===== src/hdl/pmcr_pkg.sv =====
// Constants and types shared by the configuration register block
package pmcr_pkg;

  // Configuration word layout and power-on value
  localparam logic [15:0] CFG_RESET    = 16'h0061;
  localparam int          CFG_USED     = 7;
  localparam int          EN_BIT       = 6;
  localparam int          SEL_LSB      = 4;
  localparam int          GAIN_LSB     = 2;
  localparam int          ATT_LSB      = 0;

  // Serial side: register pointer of the one register, general call codes
  localparam logic [7:0]  CFG_PTR      = 8'h00;
  localparam logic [7:0]  GC_ADDR      = 8'h00;
  localparam logic [7:0]  GC_ENABLE    = 8'h0a;
  localparam logic [7:0]  GC_DISABLE   = 8'h0b;
  localparam logic [6:0]  DEV_ADDR_DEF = 7'h40;
  localparam logic [3:0]  BITS_PER_BYTE = 4'h8;
  localparam int          SYNC_WIDTH   = 2;

  typedef enum logic [1:0] {
    SEL_BUS        = 2'b00,
    SEL_SHUNT      = 2'b01,
    SEL_SUPPLY_PWR = 2'b10,
    SEL_LOAD_PWR   = 2'b11
  } pmcr_sel_type;

  typedef enum logic [1:0] {
    GAIN_20   = 2'b00,
    GAIN_128  = 2'b01,
    GAIN_300  = 2'b10,
    GAIN_RSVD = 2'b11
  } pmcr_gain_type;

  typedef enum logic [1:0] {
    ATT_2_5  = 2'b00,
    ATT_1_5  = 2'b01,
    ATT_1_10 = 2'b10,
    ATT_RSVD = 2'b11
  } pmcr_att_type;

  // Bit order matches bits 6..0 of the configuration word
  typedef struct packed {
    logic          enable;
    pmcr_sel_type  signal_select;
    pmcr_gain_type shunt_gain;
    pmcr_att_type  bus_attenuation;
  } pmcr_cfg_type;

  typedef enum logic [2:0] {
    ST_IDLE   = 3'b000,
    ST_RX     = 3'b001,
    ST_ACK    = 3'b010,
    ST_TX     = 3'b011,
    ST_TX_ACK = 3'b100
  } pmcr_state_type;

  typedef enum logic [2:0] {
    K_ADDR = 3'b000,
    K_PTR  = 3'b001,
    K_MSB  = 3'b010,
    K_LSB  = 3'b011,
    K_GC   = 3'b100
  } pmcr_kind_type;

endpackage


===== src/hdl/pmcr_top.sv =====
// Serial-bus configuration register of the power monitor
// Behaviour
// - Host configures device over two-wire bus; settings drive output select, gains, enable.
// - Power-enable bit 6 at zero puts the device in disabled low-power state.
// - Writing one to the power-enable bit returns the device to active operation.
// - General call enable or disable command also enables or disables the device.
// - Bits 5:4 select output: bus voltage, shunt voltage, supply power, load power.
// - Supply power mode takes bus voltage from the supply-side input.
// - Load power mode takes bus voltage from the load-side input.
// - Bits 3:2 select shunt gain 20, 128 or 300 V/V.
// - Power-on value: enabled, supply power, gain 20, attenuation 1/5, rest zero.
// - Bits 1:0 select bus attenuation 2/5, 1/5 or 1/10.
// - Bus voltage output mode always senses at the supply-side input.
`timescale 1ns/100ps
module pmcr_top
#(
  parameter logic [6:0] DEV_ADDR = pmcr_pkg::DEV_ADDR_DEF
)
(
  input  wire logic                   sys_clk,
  input  wire logic                   rst,
  input  wire logic                   scl,
  input  wire logic                   sda_in,
  output logic                        sda_out,
  output logic                        sda_oe,
  output pmcr_pkg::pmcr_cfg_type      cfg,
  output logic                        active,
  output logic                        bus_sense_load
);

  logic [1:0]               pins_s;
  logic                     scl_s;
  logic                     sda_s;
  logic                     scl_d_reg;
  logic                     scl_d_next;
  logic                     sda_d_reg;
  logic                     sda_d_next;
  logic                     start_cond;
  logic                     stop_cond;
  logic                     scl_rise;
  logic                     scl_fall;

  pmcr_pkg::pmcr_state_type state_reg;
  pmcr_pkg::pmcr_state_type state_next;
  pmcr_pkg::pmcr_kind_type  kind_reg;
  pmcr_pkg::pmcr_kind_type  kind_next;
  logic [3:0]               cnt_reg;
  logic [3:0]               cnt_next;
  logic [7:0]               shift_reg;
  logic [7:0]               shift_next;
  logic [7:0]               ptr_reg;
  logic [7:0]               ptr_next;
  logic [7:0]               hi_reg;
  logic [7:0]               hi_next;
  logic                     rw_reg;
  logic                     rw_next;
  logic [15:0]              tx_reg;
  logic [15:0]              tx_next;
  logic                     half_reg;
  logic                     half_next;
  logic                     oe_reg;
  logic                     oe_next;
  pmcr_pkg::pmcr_cfg_type   cfg_reg;
  pmcr_pkg::pmcr_cfg_type   cfg_next;
  logic [15:0]              read_word;
  logic [15:0]              write_word;

  pmcr_sync u_sync
  (
    .sys_clk  (sys_clk),
    .rst      (rst),
    .async_in ({scl, sda_in}),
    .sync_out (pins_s)
  );

  assign scl_s      = pins_s[1];
  assign sda_s      = pins_s[0];
  assign start_cond = scl_s & scl_d_reg & sda_d_reg & ~sda_s;
  assign stop_cond  = scl_s & scl_d_reg & ~sda_d_reg & sda_s;
  assign scl_rise   = scl_s & ~scl_d_reg;
  assign scl_fall   = ~scl_s & scl_d_reg;

  // Unused upper bits read as zero and a foreign pointer reads all zero
  assign read_word  = (ptr_reg == pmcr_pkg::CFG_PTR) ? {9'h000, cfg_reg} : 16'h0000;
  assign write_word = {hi_reg, shift_reg};

  always_comb
  begin
    scl_d_next = scl_s;
    sda_d_next = sda_s;
    state_next = state_reg;
    kind_next  = kind_reg;
    cnt_next   = cnt_reg;
    shift_next = shift_reg;
    ptr_next   = ptr_reg;
    hi_next    = hi_reg;
    rw_next    = rw_reg;
    tx_next    = tx_reg;
    half_next  = half_reg;
    oe_next    = oe_reg;
    cfg_next   = cfg_reg;
    if (stop_cond)
    begin
      state_next = pmcr_pkg::ST_IDLE;
      oe_next    = 1'b0;
    end
    else if (start_cond)
    begin
      // A repeated start keeps the pointer so a read can follow a pointer write
      state_next = pmcr_pkg::ST_RX;
      kind_next  = pmcr_pkg::K_ADDR;
      cnt_next   = 4'h0;
      rw_next    = 1'b0;
      oe_next    = 1'b0;
    end
    else
    begin
      unique case (state_reg)
        pmcr_pkg::ST_IDLE:
        begin
          oe_next = 1'b0;
        end
        pmcr_pkg::ST_RX:
        begin
          if (scl_rise && cnt_reg != pmcr_pkg::BITS_PER_BYTE)
          begin
            shift_next = {shift_reg[6:0], sda_s};
            cnt_next   = cnt_reg + 4'h1;
          end
          else if (scl_fall && cnt_reg == pmcr_pkg::BITS_PER_BYTE)
          begin
            state_next = pmcr_pkg::ST_ACK;
            oe_next    = 1'b1;
            unique case (kind_reg)
              pmcr_pkg::K_ADDR:
              begin
                if (shift_reg[7:1] == DEV_ADDR)
                begin
                  rw_next   = shift_reg[0];
                  kind_next = shift_reg[0] ? pmcr_pkg::K_ADDR : pmcr_pkg::K_PTR;
                  tx_next   = read_word;
                  half_next = 1'b0;
                end
                else if (shift_reg == pmcr_pkg::GC_ADDR)
                begin
                  kind_next = pmcr_pkg::K_GC;
                end
                else
                begin
                  // Not addressed: stay off the bus until the next start
                  state_next = pmcr_pkg::ST_IDLE;
                  oe_next    = 1'b0;
                end
              end
              pmcr_pkg::K_PTR:
              begin
                ptr_next  = shift_reg;
                kind_next = pmcr_pkg::K_MSB;
              end
              pmcr_pkg::K_MSB:
              begin
                hi_next   = shift_reg;
                kind_next = pmcr_pkg::K_LSB;
              end
              pmcr_pkg::K_LSB:
              begin
                // Only bits 6:0 are stored; upper bits of the word are dropped
                if (ptr_reg == pmcr_pkg::CFG_PTR)
                begin
                  cfg_next = pmcr_pkg::pmcr_cfg_type'(write_word[pmcr_pkg::CFG_USED-1:0]);
                end
                kind_next = pmcr_pkg::K_MSB;
              end
              pmcr_pkg::K_GC:
              begin
                if (shift_reg == pmcr_pkg::GC_ENABLE)
                begin
                  cfg_next.enable = 1'b1;
                end
                else if (shift_reg == pmcr_pkg::GC_DISABLE)
                begin
                  cfg_next.enable = 1'b0;
                end
              end
              default:
              begin
                state_next = pmcr_pkg::ST_IDLE;
                oe_next    = 1'b0;
              end
            endcase
          end
        end
        pmcr_pkg::ST_ACK:
        begin
          if (scl_fall)
          begin
            cnt_next = 4'h0;
            if (rw_reg)
            begin
              state_next = pmcr_pkg::ST_TX;
              oe_next    = ~tx_reg[15];
            end
            else
            begin
              state_next = pmcr_pkg::ST_RX;
              oe_next    = 1'b0;
            end
          end
        end
        pmcr_pkg::ST_TX:
        begin
          if (scl_rise)
          begin
            cnt_next = cnt_reg + 4'h1;
          end
          else if (scl_fall)
          begin
            tx_next = {tx_reg[14:0], 1'b0};
            if (cnt_reg == pmcr_pkg::BITS_PER_BYTE)
            begin
              state_next = pmcr_pkg::ST_TX_ACK;
              half_next  = ~half_reg;
              oe_next    = 1'b0;
            end
            else
            begin
              oe_next = ~tx_reg[14];
            end
          end
        end
        pmcr_pkg::ST_TX_ACK:
        begin
          if (scl_rise && sda_s)
          begin
            state_next = pmcr_pkg::ST_IDLE;
          end
          else if (scl_fall)
          begin
            cnt_next   = 4'h0;
            state_next = pmcr_pkg::ST_TX;
            // Word fully sent: reload so repeated reads return fresh state
            if (!half_reg)
            begin
              tx_next = read_word;
              oe_next = ~read_word[15];
            end
            else
            begin
              oe_next = ~tx_reg[15];
            end
          end
        end
        default:
        begin
          state_next = pmcr_pkg::ST_IDLE;
          oe_next    = 1'b0;
        end
      endcase
    end
  end

  always_ff @(posedge sys_clk or posedge rst)
  begin
    if (rst)
    begin
      scl_d_reg <= 1'b1;
      sda_d_reg <= 1'b1;
      state_reg <= pmcr_pkg::ST_IDLE;
      kind_reg  <= pmcr_pkg::K_ADDR;
      cnt_reg   <= 4'h0;
      shift_reg <= 8'h00;
      ptr_reg   <= pmcr_pkg::CFG_PTR;
      hi_reg    <= 8'h00;
      rw_reg    <= 1'b0;
      tx_reg    <= 16'h0000;
      half_reg  <= 1'b0;
      oe_reg    <= 1'b0;
      cfg_reg   <= pmcr_pkg::pmcr_cfg_type'(pmcr_pkg::CFG_RESET[pmcr_pkg::CFG_USED-1:0]);
    end
    else
    begin
      scl_d_reg <= scl_d_next;
      sda_d_reg <= sda_d_next;
      state_reg <= state_next;
      kind_reg  <= kind_next;
      cnt_reg   <= cnt_next;
      shift_reg <= shift_next;
      ptr_reg   <= ptr_next;
      hi_reg    <= hi_next;
      rw_reg    <= rw_next;
      tx_reg    <= tx_next;
      half_reg  <= half_next;
      oe_reg    <= oe_next;
      cfg_reg   <= cfg_next;
    end
  end

  // Open drain: only ever pulls low
  assign sda_out        = 1'b0;
  assign sda_oe         = oe_reg;
  assign cfg            = cfg_reg;
  assign active         = cfg_reg.enable;
  // Bus voltage sensing leaves the supply side only in load power mode
  assign bus_sense_load = (cfg_reg.signal_select == pmcr_pkg::SEL_LOAD_PWR);

endmodule


===== src/hdl/pmcr_sync.sv =====
// Two-flop synchroniser for the serial bus pins
`timescale 1ns/100ps
module pmcr_sync
(
  input  wire logic                           sys_clk,
  input  wire logic                           rst,
  input  wire logic [pmcr_pkg::SYNC_WIDTH-1:0] async_in,
  output logic      [pmcr_pkg::SYNC_WIDTH-1:0] sync_out
);

  logic [pmcr_pkg::SYNC_WIDTH-1:0] meta_reg;
  logic [pmcr_pkg::SYNC_WIDTH-1:0] meta_next;
  logic [pmcr_pkg::SYNC_WIDTH-1:0] sync_reg;
  logic [pmcr_pkg::SYNC_WIDTH-1:0] sync_next;

  // Idle bus level is high, so reset to ones to avoid a false start
  always_comb
  begin
    meta_next = async_in;
    sync_next = meta_reg;
  end

  always_ff @(posedge sys_clk or posedge rst)
  begin
    if (rst)
    begin
      meta_reg <= '1;
      sync_reg <= '1;
    end
    else
    begin
      meta_reg <= meta_next;
      sync_reg <= sync_next;
    end
  end

  assign sync_out = sync_reg;

endmodule


===== config.mk =====
export PLATFORM = sky130hd
export DESIGN_NAME = pmcr_top
export DESIGN_NICKNAME = d
export VERILOG_FILES = /design/src/hdl/pmcr_pkg.sv /design/src/hdl/pmcr_top.sv /design/src/hdl/pmcr_sync.sv
export SDC_FILE = /design/constraint.sdc
export NUM_CORES = 1
export LEC_CHECK = 0
export BUFFER_PORTS_ARGS = -buffer_cell sky130_fd_sc_hd__buf_2
export CAP_MARGIN = 20
export CORE_ASPECT_RATIO = 1.5
export CORE_MARGIN = 2
export CORE_UTILIZATION = 66
export DETAILED_ROUTE_END_ITERATION = 7
export GPL_ROUTABILITY_DRIVEN = 0
export PLACE_DENSITY = 0.85
export SYNTH_ARGS = -nofsm -noshare
export SYNTH_HDL_FRONTEND = slang
export SYNTH_HIERARCHICAL = 1
export SYNTH_SLANG_ARGS = --single-unit

===== constraint.sdc =====
create_clock -name sys_clk -period 4.9 [get_ports sys_clk]
set_input_delay 0.245 -clock sys_clk [delete_from_list [all_inputs] [get_ports sys_clk]]
set_output_delay 0.245 -clock sys_clk [all_outputs]
set_load 0.02 [all_outputs]

==> run summary, run 1 <==
Worst hold path type: in2async
Synth Cell Area: 3087 sq um
List of most frequent post-synthesis cells: dfrtp_1 (49), mux2_2 (28), nand2_1 (28)
Reg2Reg Depth: 4
Total negative slack: 0 ps
HPWL Detailed: 4.447 mm
Core Area: 4504 sq um
H-tree depth: 3
Crit path largest cell delay: 760 ps
Pwr dens: 448.6 nW/um^2
CP Cell Sequence: or3b_2 -> nor4_2 -> nand3_1 -> mux2_2
Synth top area cells: dfrtp_1 (40%), mux2_2 (10%), dfstp_2 (7.7%)
Worst Setup Start Kind: register
Slew Viols, Final: 0
CTS Buffer Depth: 2
Worst reg2reg endpoint: ptr_reg[4]
WL final: 7.071 mm
Routed length per instance: 19.81 microns
Arrival @ worst endpoint: 2830 ps
Die area: 5251 sq um
CP delay by family, top: simple AND/OR/NAND/NOR gates
CP Class: reg2reg
Buf/Inv on CP: 0
Gr usage total: 30.56%
Syn Area/Cell: 10.61 sq um
CTS buffer count: 9
CTS resizes: 0
Period Utilization, post-route: 53.45%
Via count of the routed design: 2376
Antenna diode count: 0
Die Span Y: 87.76 microns
TritonCTS clock tree: built
DRT iter0 DRCs: 211
Relative max-transition margin: 54.62%
Final Hold Fails: 0
Layout cells sized above 1: 26.54%
Skew final: 9.371 ps
Worst ir drop on vdd: 0.3329 mV
Synth Flop Type: dfrtp_1
Port Buffers: 13
RSZ-0062 raised after global routing: no
Mapped Cells: 291
Total gr overflow: 0
CP max stage cell: dfrtp_1
Final antenna-violating net count: 0
Root Driver: clkbuf_8
Worst-Margin Slew: 680.8 ps
Largest area contributor in the netlist: dfrtp_1
Hold Buf Count CTS: 2
Fmax: 381.8 MHz
Die X: 59.84 microns
Min Tclk post-route: 2619 ps
Fraction of registers with async set/reset: 100.0%
Worst-path fanout max: 24
Post CTS Setup Buffer Count: 0
Worst endpoint required time: 5110 ps
Internal reg-to-reg setup slack: 2280 ps
Crit path from: state_reg[0]
FP Rows: 30
IO Pins: 15
Antenna violations before repair: 0
Clk pin slew, worst setup/hold paths: 60 ps
Post-synth top area share: 39.72%
Register Area: 1463 sq um
Syn nets: 297
Max-Cap Viols: 0
First-pass GRT wire length: 11.67 mm
Area of the multi-input gates: 1495 sq um
Crit Reg-Reg Startpoint: state_reg[0]
Number of global-route vias before repair: 2441
Unique masters post-synth: 59
Clock latency on the worst-skew pair: 340 ps
Post-synth EDFFs: 0
TritonCTS Sinks: 58
P_leak: 1.534 nW
Area delta synth->final: 8.188%
Vias per cell: 6.655
DRC: 0
Sequential cell area fraction in the yosys report: 47.39%
Worst Setup End Kind: register
Pre-CTS setup slack: 2433 ps
Synthesis-stage register bit count: 58
Largest register FFs: 16
Count leader, synth: dfrtp_1
Final net count: 310
Filler cell count: 302
Initial Util: 68.53%
Largest net degree at the start of global routing: 55
Outcome: finished, final reports clean
# setup viols final: 0
Yosys warnings: 6
Setup WS post-layout: 2281 ps
First-pass DRT Iterations: 5
-- cells by family (layout without fill, tap and decap cells) --
kind of cell	Yosys count	count (layout)	share of synthesized area, %
AO/OA/AOI/OAI	57	57	13.70
XOR/XNOR	2	2	0.5676
adder cells (fa/ha/maj)	2	2	0.8106
buffers and inverters	28	46	4.175
flip-flops	58	58	47.39
multiplexers	40	40	14.92
other	1	1	0.1215
AND/OR/NAND/NOR	103	103	18.32
-- metrics by stage --
stage               hold slack (ps)  instances  instance area, sq um  utilization [%]  power [mW]
floorplan                     200.2        291                  3087                -       1.011
detailed placement            349.0        339                  3147            69.86       1.105
global placement              337.4        339                  3147            69.86       1.091
global route                  13.22        357                  3339            74.14       1.590
CTS                           16.52        357                  3339            74.14       1.496
finish                        27.92        357                  3339            74.14       1.498
-- placed cells by master, fill, tap and decap left out, types with 5 or more instances in the layout --
cell type,netlist,final
dfrtp_1,49,49
a21oi_1,10,10
inv_1,13,12
o21ai_0,9,9
mux2_4,5,5
nand3_1,16,16
clkbuf_8,0,10
buf_2,1,13
nand2b_1,8,8
dfstp_2,9,9
nor2_1,17,17
nand2_1,28,28
mux2_2,28,28
nor2b_1,5,5
mux2i_1,7,7
-- power breakdown --
group / internal, mW / total (mW) / leakage, nW / switching [mW]
combinational: 0.203 / 0.469 / 0.684 / 0.265
sequential: 0.533 / 0.645 / 0.761 / 0.112
clock: 0.195 / 0.384 / 0.0891 / 0.189
-- how the worst max path moves through the flow --
stage,cells past startpoint,slack (ps),to
6_report,4,2280,ptr_reg[4]
5_1_grt,5,2140,active
4_1_cts,5,2390,active
3_5_place_dp,6,2430,tx_reg[10]
3_3_place_gp,6,2480,tx_reg[10]
2_1_floorplan,7,2630,tx_reg[0]
-- routing by layer --
metal	wire length (microns)	part of all wire, %	vias to the layer above	GRT usage, %
met2	3734	53	100	51.19
li1	-	-	1086	-
met4	261	3.7	0	15.35
met1	2676	38	1161	35.15
met3	399	5.6	29	8.419
met5	0	0	-	0
-- area by class of cell --
type	count	share of cell area, %
Clock buffer	11	4.234
Clock inverter	5	0.9367
Inverter	13	1.461
Tap cell	48	1.798
Timing Repair Buffer	17	2.997
Sequential cell	58	43.80
Multi-Input combinational cell	205	44.77
Power figures use the tool's default switching activity.
==> run 2, diff against run 1 <==
--- a/config.mk
+++ b/config.mk
@@ -9,10 +9,10 @@
 export CAP_MARGIN = 20
 export CORE_ASPECT_RATIO = 1.5
 export CORE_MARGIN = 2
-export CORE_UTILIZATION = 66
+export CORE_UTILIZATION = 55
 export DETAILED_ROUTE_END_ITERATION = 7
 export GPL_ROUTABILITY_DRIVEN = 0
-export PLACE_DENSITY = 0.85
+export PLACE_DENSITY = 0.75
 export SYNTH_ARGS = -nofsm -noshare
 export SYNTH_HDL_FRONTEND = slang
 export SYNTH_HIERARCHICAL = 1
==> constraint.sdc (replaced) <==
create_clock -name sys_clk -period 2.2 [get_ports sys_clk]
set_input_delay 0.11 -clock sys_clk [delete_from_list [all_inputs] [get_ports sys_clk]]
set_output_delay 0.11 -clock sys_clk [all_outputs]
set_load 0.02 [all_outputs]
==> run summary, run 2 (same netlist as run 1, synthesis figures left out) <==
Total gr overflow: 0 (unchanged)
Fmax: 462.0 MHz (+21%)
IO Pins: 15 (unchanged)
Worst reg2reg endpoint: tx_reg[1]
Hold Path Cell Cnt: 0
RSZ-0062 raised after global routing: yes
Final antenna-violating net count: 0 (unchanged)
Worst endpoint required time: 2410 ps (-2700 ps)
Skew final: 12.67 ps (+3.301 ps)
Internal reg-to-reg setup slack: 40 ps (-2250 ps)
Largest net degree at the start of global routing: 55 (unchanged)
Max-Cap Viols: 0 (unchanged)
Routed length per instance: 18.51 microns (-6.6%)
Design Area, Final: 3772 sq um (+13%)
Clk pwr share: 24.9% (-0.8 points)
CTS buffer count: 9 (unchanged)
TritonCTS clock tree: built
Period Utilization, post-route: 98.40% (+45 points)
CP Class: reg2reg
Arrival @ worst endpoint: 2370 ps (-460 ps)
Die X: 65.17 microns (+8.9%)
Clk pin slew, worst setup/hold paths: 60 ps (about the same)
Initial Util: 56.63% (-12 points)
Sw Pwr: 1.432 mW (+150%)
Antenna violations before repair: 0 (unchanged)
CTS Buffer Depth: 2 (unchanged)
WHS: 355.6 ps (+327.7 ps)
Setup WS post-layout: 35.30 ps (-2246 ps)
Hold_sp: u_sync/meta_reg[0]
Vias per cell: 6.029 (-9.4%)
Die Span Y: 95.75 microns (+9.1%)
Gr usage total: 26.36% (-4.2 points)
Relative max-transition margin: 54.40% (-0.21 points)
FP Rows: 33 (+10%)
Worst hold path type: reg2reg
First-pass GRT wire length: 12.38 mm (+6.0%)
Worst ir drop on vdd: 0.6559 mV (+97%)
Via count of the routed design: 2514 (+5.8%)
Crit Reg-Reg Startpoint: shift_reg[2]
Combinational share of power: 40.5% (+9.2 points)
Number of global-route vias before repair: 2515 (+3.0%)
DRC: 0 (unchanged)
Worst-Margin Slew: 683.9 ps (+3.167 ps)
Final net count: 348 (+12%)
Clock latency on the worst-skew pair: 330 ps (about the same)
Worst-path fanout max: 8 (-67%)
TritonCTS Sinks: 58 (unchanged)
Sequential share of power: 34.6% (-8.5 points)
Pwr dens: 1037 nW/um^2 (+130%)
Commonest non-fill, non-tap cell in the layout: dfrtp_1
Pre-CTS setup slack: 36.37 ps (-2397 ps)
First-pass DRT Iterations: 4 (-1)
Layout cells sized above 1: 36.60% (+10 points)
Worst Setup Start Kind: register
Port Buffers: 13 (unchanged)
Die area: 6240 sq um (+19%)
Outcome: finished, final reports clean
Area delta synth->final: 22.21%
Antenna diode count: 0 (unchanged)
Min-Delay Endpoint: u_sync/sync_out[0]
Placed cell area: 3395 sq um (+7.9%)
Root Driver: clkbuf_8
Layout Utilization: 69.21% (-4.9 points)
DRT iter0 DRCs: 209 (-0.95%)
Worst Setup End Kind: register
Most frequent cells in the layout: dfrtp_1 (49), buf_4 (37), nand2_1 (27)
WL final: 7.718 mm (+9.2%)
Reg2Reg Depth: 6 (+2)
Final Hold Fails: 0 (unchanged)
Core Area: 5450 sq um (+21%)
Min Tclk post-route: 2165 ps (-454.4 ps)
Cell-internal power: 2.481 mW (+170%)
Largest register FFs: 16 (unchanged)
P_leak: 1.744 nW (+14%)
H-tree depth: 3 (unchanged)
HPWL Detailed: 5.188 mm (+17%)
Sw Ratio: 36.60% (-1.2 points)
# setup viols final: 0 (unchanged)
Slew Viols, Final: 0 (unchanged)
Total chip power: 3.913 mW (+160%)
run 2: cell types whose count changed in the layout (fill, tap and decap cells not counted), sizes merged:
cell	change
buf	+36
bufinv	+1
dlygate4sd3	+1
clkinvlp	+1
clkinv	-2
clkbuf	+1
run 2: per-stage QoR:
step                      setup TNS (ps)  cells
final                                  0    417
after detailed placement               0    388
after global routing              -409.4    417
after CTS                              0    407
after floorplan                   -269.8    291
after global placement                 0    388
run 2: metal layers:
metal / track usage [%] / vias to the layer above / routed length, microns
li1: - / 1152 / -
met2: 45.15 / 94 / 4075
met3: 5.380 / 22 / 328
met5: 0 / - / 0
met4: 14.41 / 0 / 283
met1: 30.73 / 1246 / 3030
run 2: worst max-delay path by stage:
stage	from	to	slack (ps)
floorplan	kind_reg[0]	tx_reg[0]	-50
global placement	u_sync/sync_out[1]	cnt_reg[1]	80
detailed placement	cnt_reg[0]	tx_reg[12]	40
CTS	shift_reg[2]	tx_reg[12]	3
global route	shift_reg[2]	tx_reg[12]	-40
finish	shift_reg[2]	tx_reg[1]	40
run 2: area by class of cell:
cell class,count,area (sq um)
fill,409,1678
clock inverter,5,55.05
multi-input combinational,205,1559
clock buffer,11,141.4
sequential,58,1463
tap,70,87.58
timing repair buffer,55,417.9
inverter,13,48.80
run 2: power by group through the flow:
| stage | clock [mW] | combinational [mW] | sequential, mW |
|---|---|---|---|
| detailed placement | 0 | 1.32 | 1.37 |
| floorplan | 0 | 0.942 | 1.32 |
| global route | 1.05 | 1.69 | 1.37 |
| CTS | 0.986 | 1.34 | 1.35 |
| global placement | 0 | 1.30 | 1.36 |
| finish | 0.974 | 1.58 | 1.36 |
run 2: repair_timing:
item | 4_1_cts | 5_1_grt
hold buffers | 3 | 0
endpoints found under the setup margin | 0 | 30
hold endpoints to repair | 55 | 0
buffers inserted | 0 | 9
gates resized for setup | 0 | 17
run 2: worst max-delay path, stage by stage (launching register included):
cell and delay, ps:
dfrtp_1 460, nor4_4 380, nand3_2 210, a2111oi_4 370
buf_4 190, clkbuf_16 150, mux2_4 290
==> run 3, diff against run 2 <==
--- a/config.mk
+++ b/config.mk
@@ -10,9 +10,10 @@
 export CORE_ASPECT_RATIO = 1.5
 export CORE_MARGIN = 2
 export CORE_UTILIZATION = 55
+export CTS_CLUSTER_SIZE = 14
 export DETAILED_ROUTE_END_ITERATION = 7
 export GPL_ROUTABILITY_DRIVEN = 0
-export PLACE_DENSITY = 0.75
+export PLACE_DENSITY = 0.73
 export SYNTH_ARGS = -nofsm -noshare
 export SYNTH_HDL_FRONTEND = slang
 export SYNTH_HIERARCHICAL = 1
==> run summary, run 3 (same netlist as run 1, synthesis figures left out) <==
CP max stage cell: or3b_2
Clock latency on the worst-skew pair: 340 ps (about the same)
Skew final: 7.468 ps (-5.205 ps)
Clk pin slew, worst setup/hold paths: 60 ps (about the same)
Final net count: 337 (-3.2%)
Layout cells sized above 1: 33.04% (-3.6 points)
Buf/Inv on CP: 1 (-1)
Vias per cell: 5.926 (-1.7%)
P_leak: 1.682 nW (-3.5%)
CTS Buffer Depth: 2 (unchanged)
Worst reg2reg endpoint: cnt_reg[1]
Number of global-route vias before repair: 2466 (-1.9%)
Root Driver: clkbuf_8
Core Area: 5450 sq um (unchanged)
Port Buffers: 13 (unchanged)
Fmax: 472.0 MHz (+2.2%)
WL final: 7.182 mm (-6.9%)
Most frequent cells in the layout: dfrtp_1 (48), nand2_1 (28), mux2_2 (28)
Crit Reg-Reg Startpoint: state_reg[0]
First-pass DRT Iterations: 4 (unchanged)
IO Pins: 15 (unchanged)
Antenna diode count: 0 (unchanged)
Worst-Margin Slew: 677.3 ps (-6.651 ps)
Period Utilization, post-route: 96.31% (-2.1 points)
Largest net degree at the start of global routing: 55 (unchanged)
Hold Path Cell Cnt: 0 (unchanged)
Final Hold Fails: 0 (unchanged)
Worst ir drop on vdd: 0.6570 mV (+0.17%)
Die area: 6240 sq um (unchanged)
Filler cell count: 429 (+4.9%)
Die X: 65.17 microns (unchanged)
CP Class: reg2reg
TritonCTS clock tree: built
Min-Delay Endpoint: u_sync/sync_out[0]
Area delta synth->final: 17.71%
# setup viols final: 0 (unchanged)
Total chip power: 3.702 mW (-5.4%)
Pwr dens: 1019 nW/um^2 (-1.8%)
CP delay by family, top: compound AO/OA/AOI/OAI gates
Largest register FFs: 16 (unchanged)
Final antenna-violating net count: 0 (unchanged)
Relative max-transition margin: 54.85% (+0.44 points)
CTS buffer count: 9 (unchanged)
Reg2Reg Depth: 6 (unchanged)
Outcome: finished, final reports clean
Arrival @ worst endpoint: 2380 ps (about the same)
CP Cell Sequence: buf_4 -> or3b_2 -> a21oi_1 -> o21ai_0 -> a21boi_1 -> mux2i_1
Via count of the routed design: 2406 (-4.3%)
H-tree depth: 3 (unchanged)
Commonest non-fill, non-tap cell in the layout: dfrtp_1
DRC: 0 (unchanged)
Placed insts: 387 (-0.26%)
Die Span Y: 95.75 microns (unchanged)
DRT iter0 DRCs: 164 (-22%)
Max-Cap Viols: 0 (unchanged)
Min Tclk post-route: 2119 ps (-45.84 ps)
FP Rows: 33 (unchanged)
RSZ-0062 raised after global routing: no
First-pass GRT wire length: 11.87 mm (-4.1%)
Internal reg-to-reg setup slack: 80 ps (+50 ps)
Worst hold path type: reg2reg
HPWL Detailed: 5.197 mm (+0.17%)
Total gr overflow: 0 (unchanged)
Hold_sp: u_sync/meta_reg[0]
Finished Layout Cells: 406 (-2.6%)
Worst Setup End Kind: register
Gr usage total: 25.56% (-0.80 points)
Worst-path fanout max: 18 (+10)
Routed length per instance: 17.69 microns (-4.4%)
Initial Util: 56.63% (unchanged)
TritonCTS Sinks: 58 (unchanged)
Worst endpoint required time: 2460 ps (+50 ps)
Antenna violations before repair: 0 (unchanged)
Slew Viols, Final: 0 (unchanged)
Worst Setup Start Kind: register
Crit path largest cell delay: 470 ps (about the same)
[run 3: timing repair]
item                                   in CTS  in global routing
setup endpoints to repair                   2                 13
resized for setup                           1                  4
endpoints found under the hold margin      55                  0
hold buffers                                3                  0
buffers inserted                            0                  0
[run 3: final cells by class]
type,count,area [sq um],area share [%]
clock buffer,11,141.4,3.891
clock inverter,5,53.80,1.481
inverter,13,48.80,1.343
multi-input combinational,205,1520,41.84
sequential,58,1464,40.29
tap,70,87.58,2.410
timing repair buffer,44,317.8,8.747
[run 3: per-layer routing]
metal | wire [microns] | share of wire, % | vias to the layer above | GRT usage, %
met5 | 0 | 0 | - | 0
met4 | 363 | 5.1 | 0 | 15.80
met3 | 211 | 2.9 | 31 | 5.146
met2 | 3670 | 51 | 65 | 43.96
met1 | 2935 | 41 | 1175 | 28.88
li1 | - | - | 1135 | -
[run 3: worst max path at each step]
stage / startpoint / end / slack (ps) / cells after the start
6_report: state_reg[0] / cnt_reg[1] / 80 / 6
5_1_grt: cnt_reg[0] / kind_reg[0] / 1 / 7
4_1_cts: state_reg[1] / cnt_reg[1] / 60 / 6
3_5_place_dp: state_reg[1] / cnt_reg[1] / -40 / 6
3_3_place_gp: state_reg[1] / cnt_reg[1] / 10 / 6
2_1_floorplan: kind_reg[0] / tx_reg[0] / -50 / 7
[run 3: through the flow]
step	area [sq um]	worst slack, ps	TNS [ps]	util [%]	hold WS [ps]
6_report	3633	81.13	0	66.67	357.1
5_1_grt	3633	0.9679	0	66.67	358.7
4_1_cts	3612	61.01	0	66.28	357.5
3_5_place_dp	3387	-37.83	-53.40	62.14	217.4
3_3_place_gp	3387	11.27	0	62.14	215.8
2_1_floorplan	3092	-53.96	-269.8	-	65.20
[run 3: power breakdown]
part / internal (mW) / switching, mW / total, mW / leakage [nW]
logic: 0.607 / 0.784 / 1.39 / 0.819
clock network: 0.550 / 0.423 / 0.973 / 0.103
registers: 1.19 / 0.148 / 1.34 / 0.760
total: 2.35 / 1.35 / 3.70 / 1.68
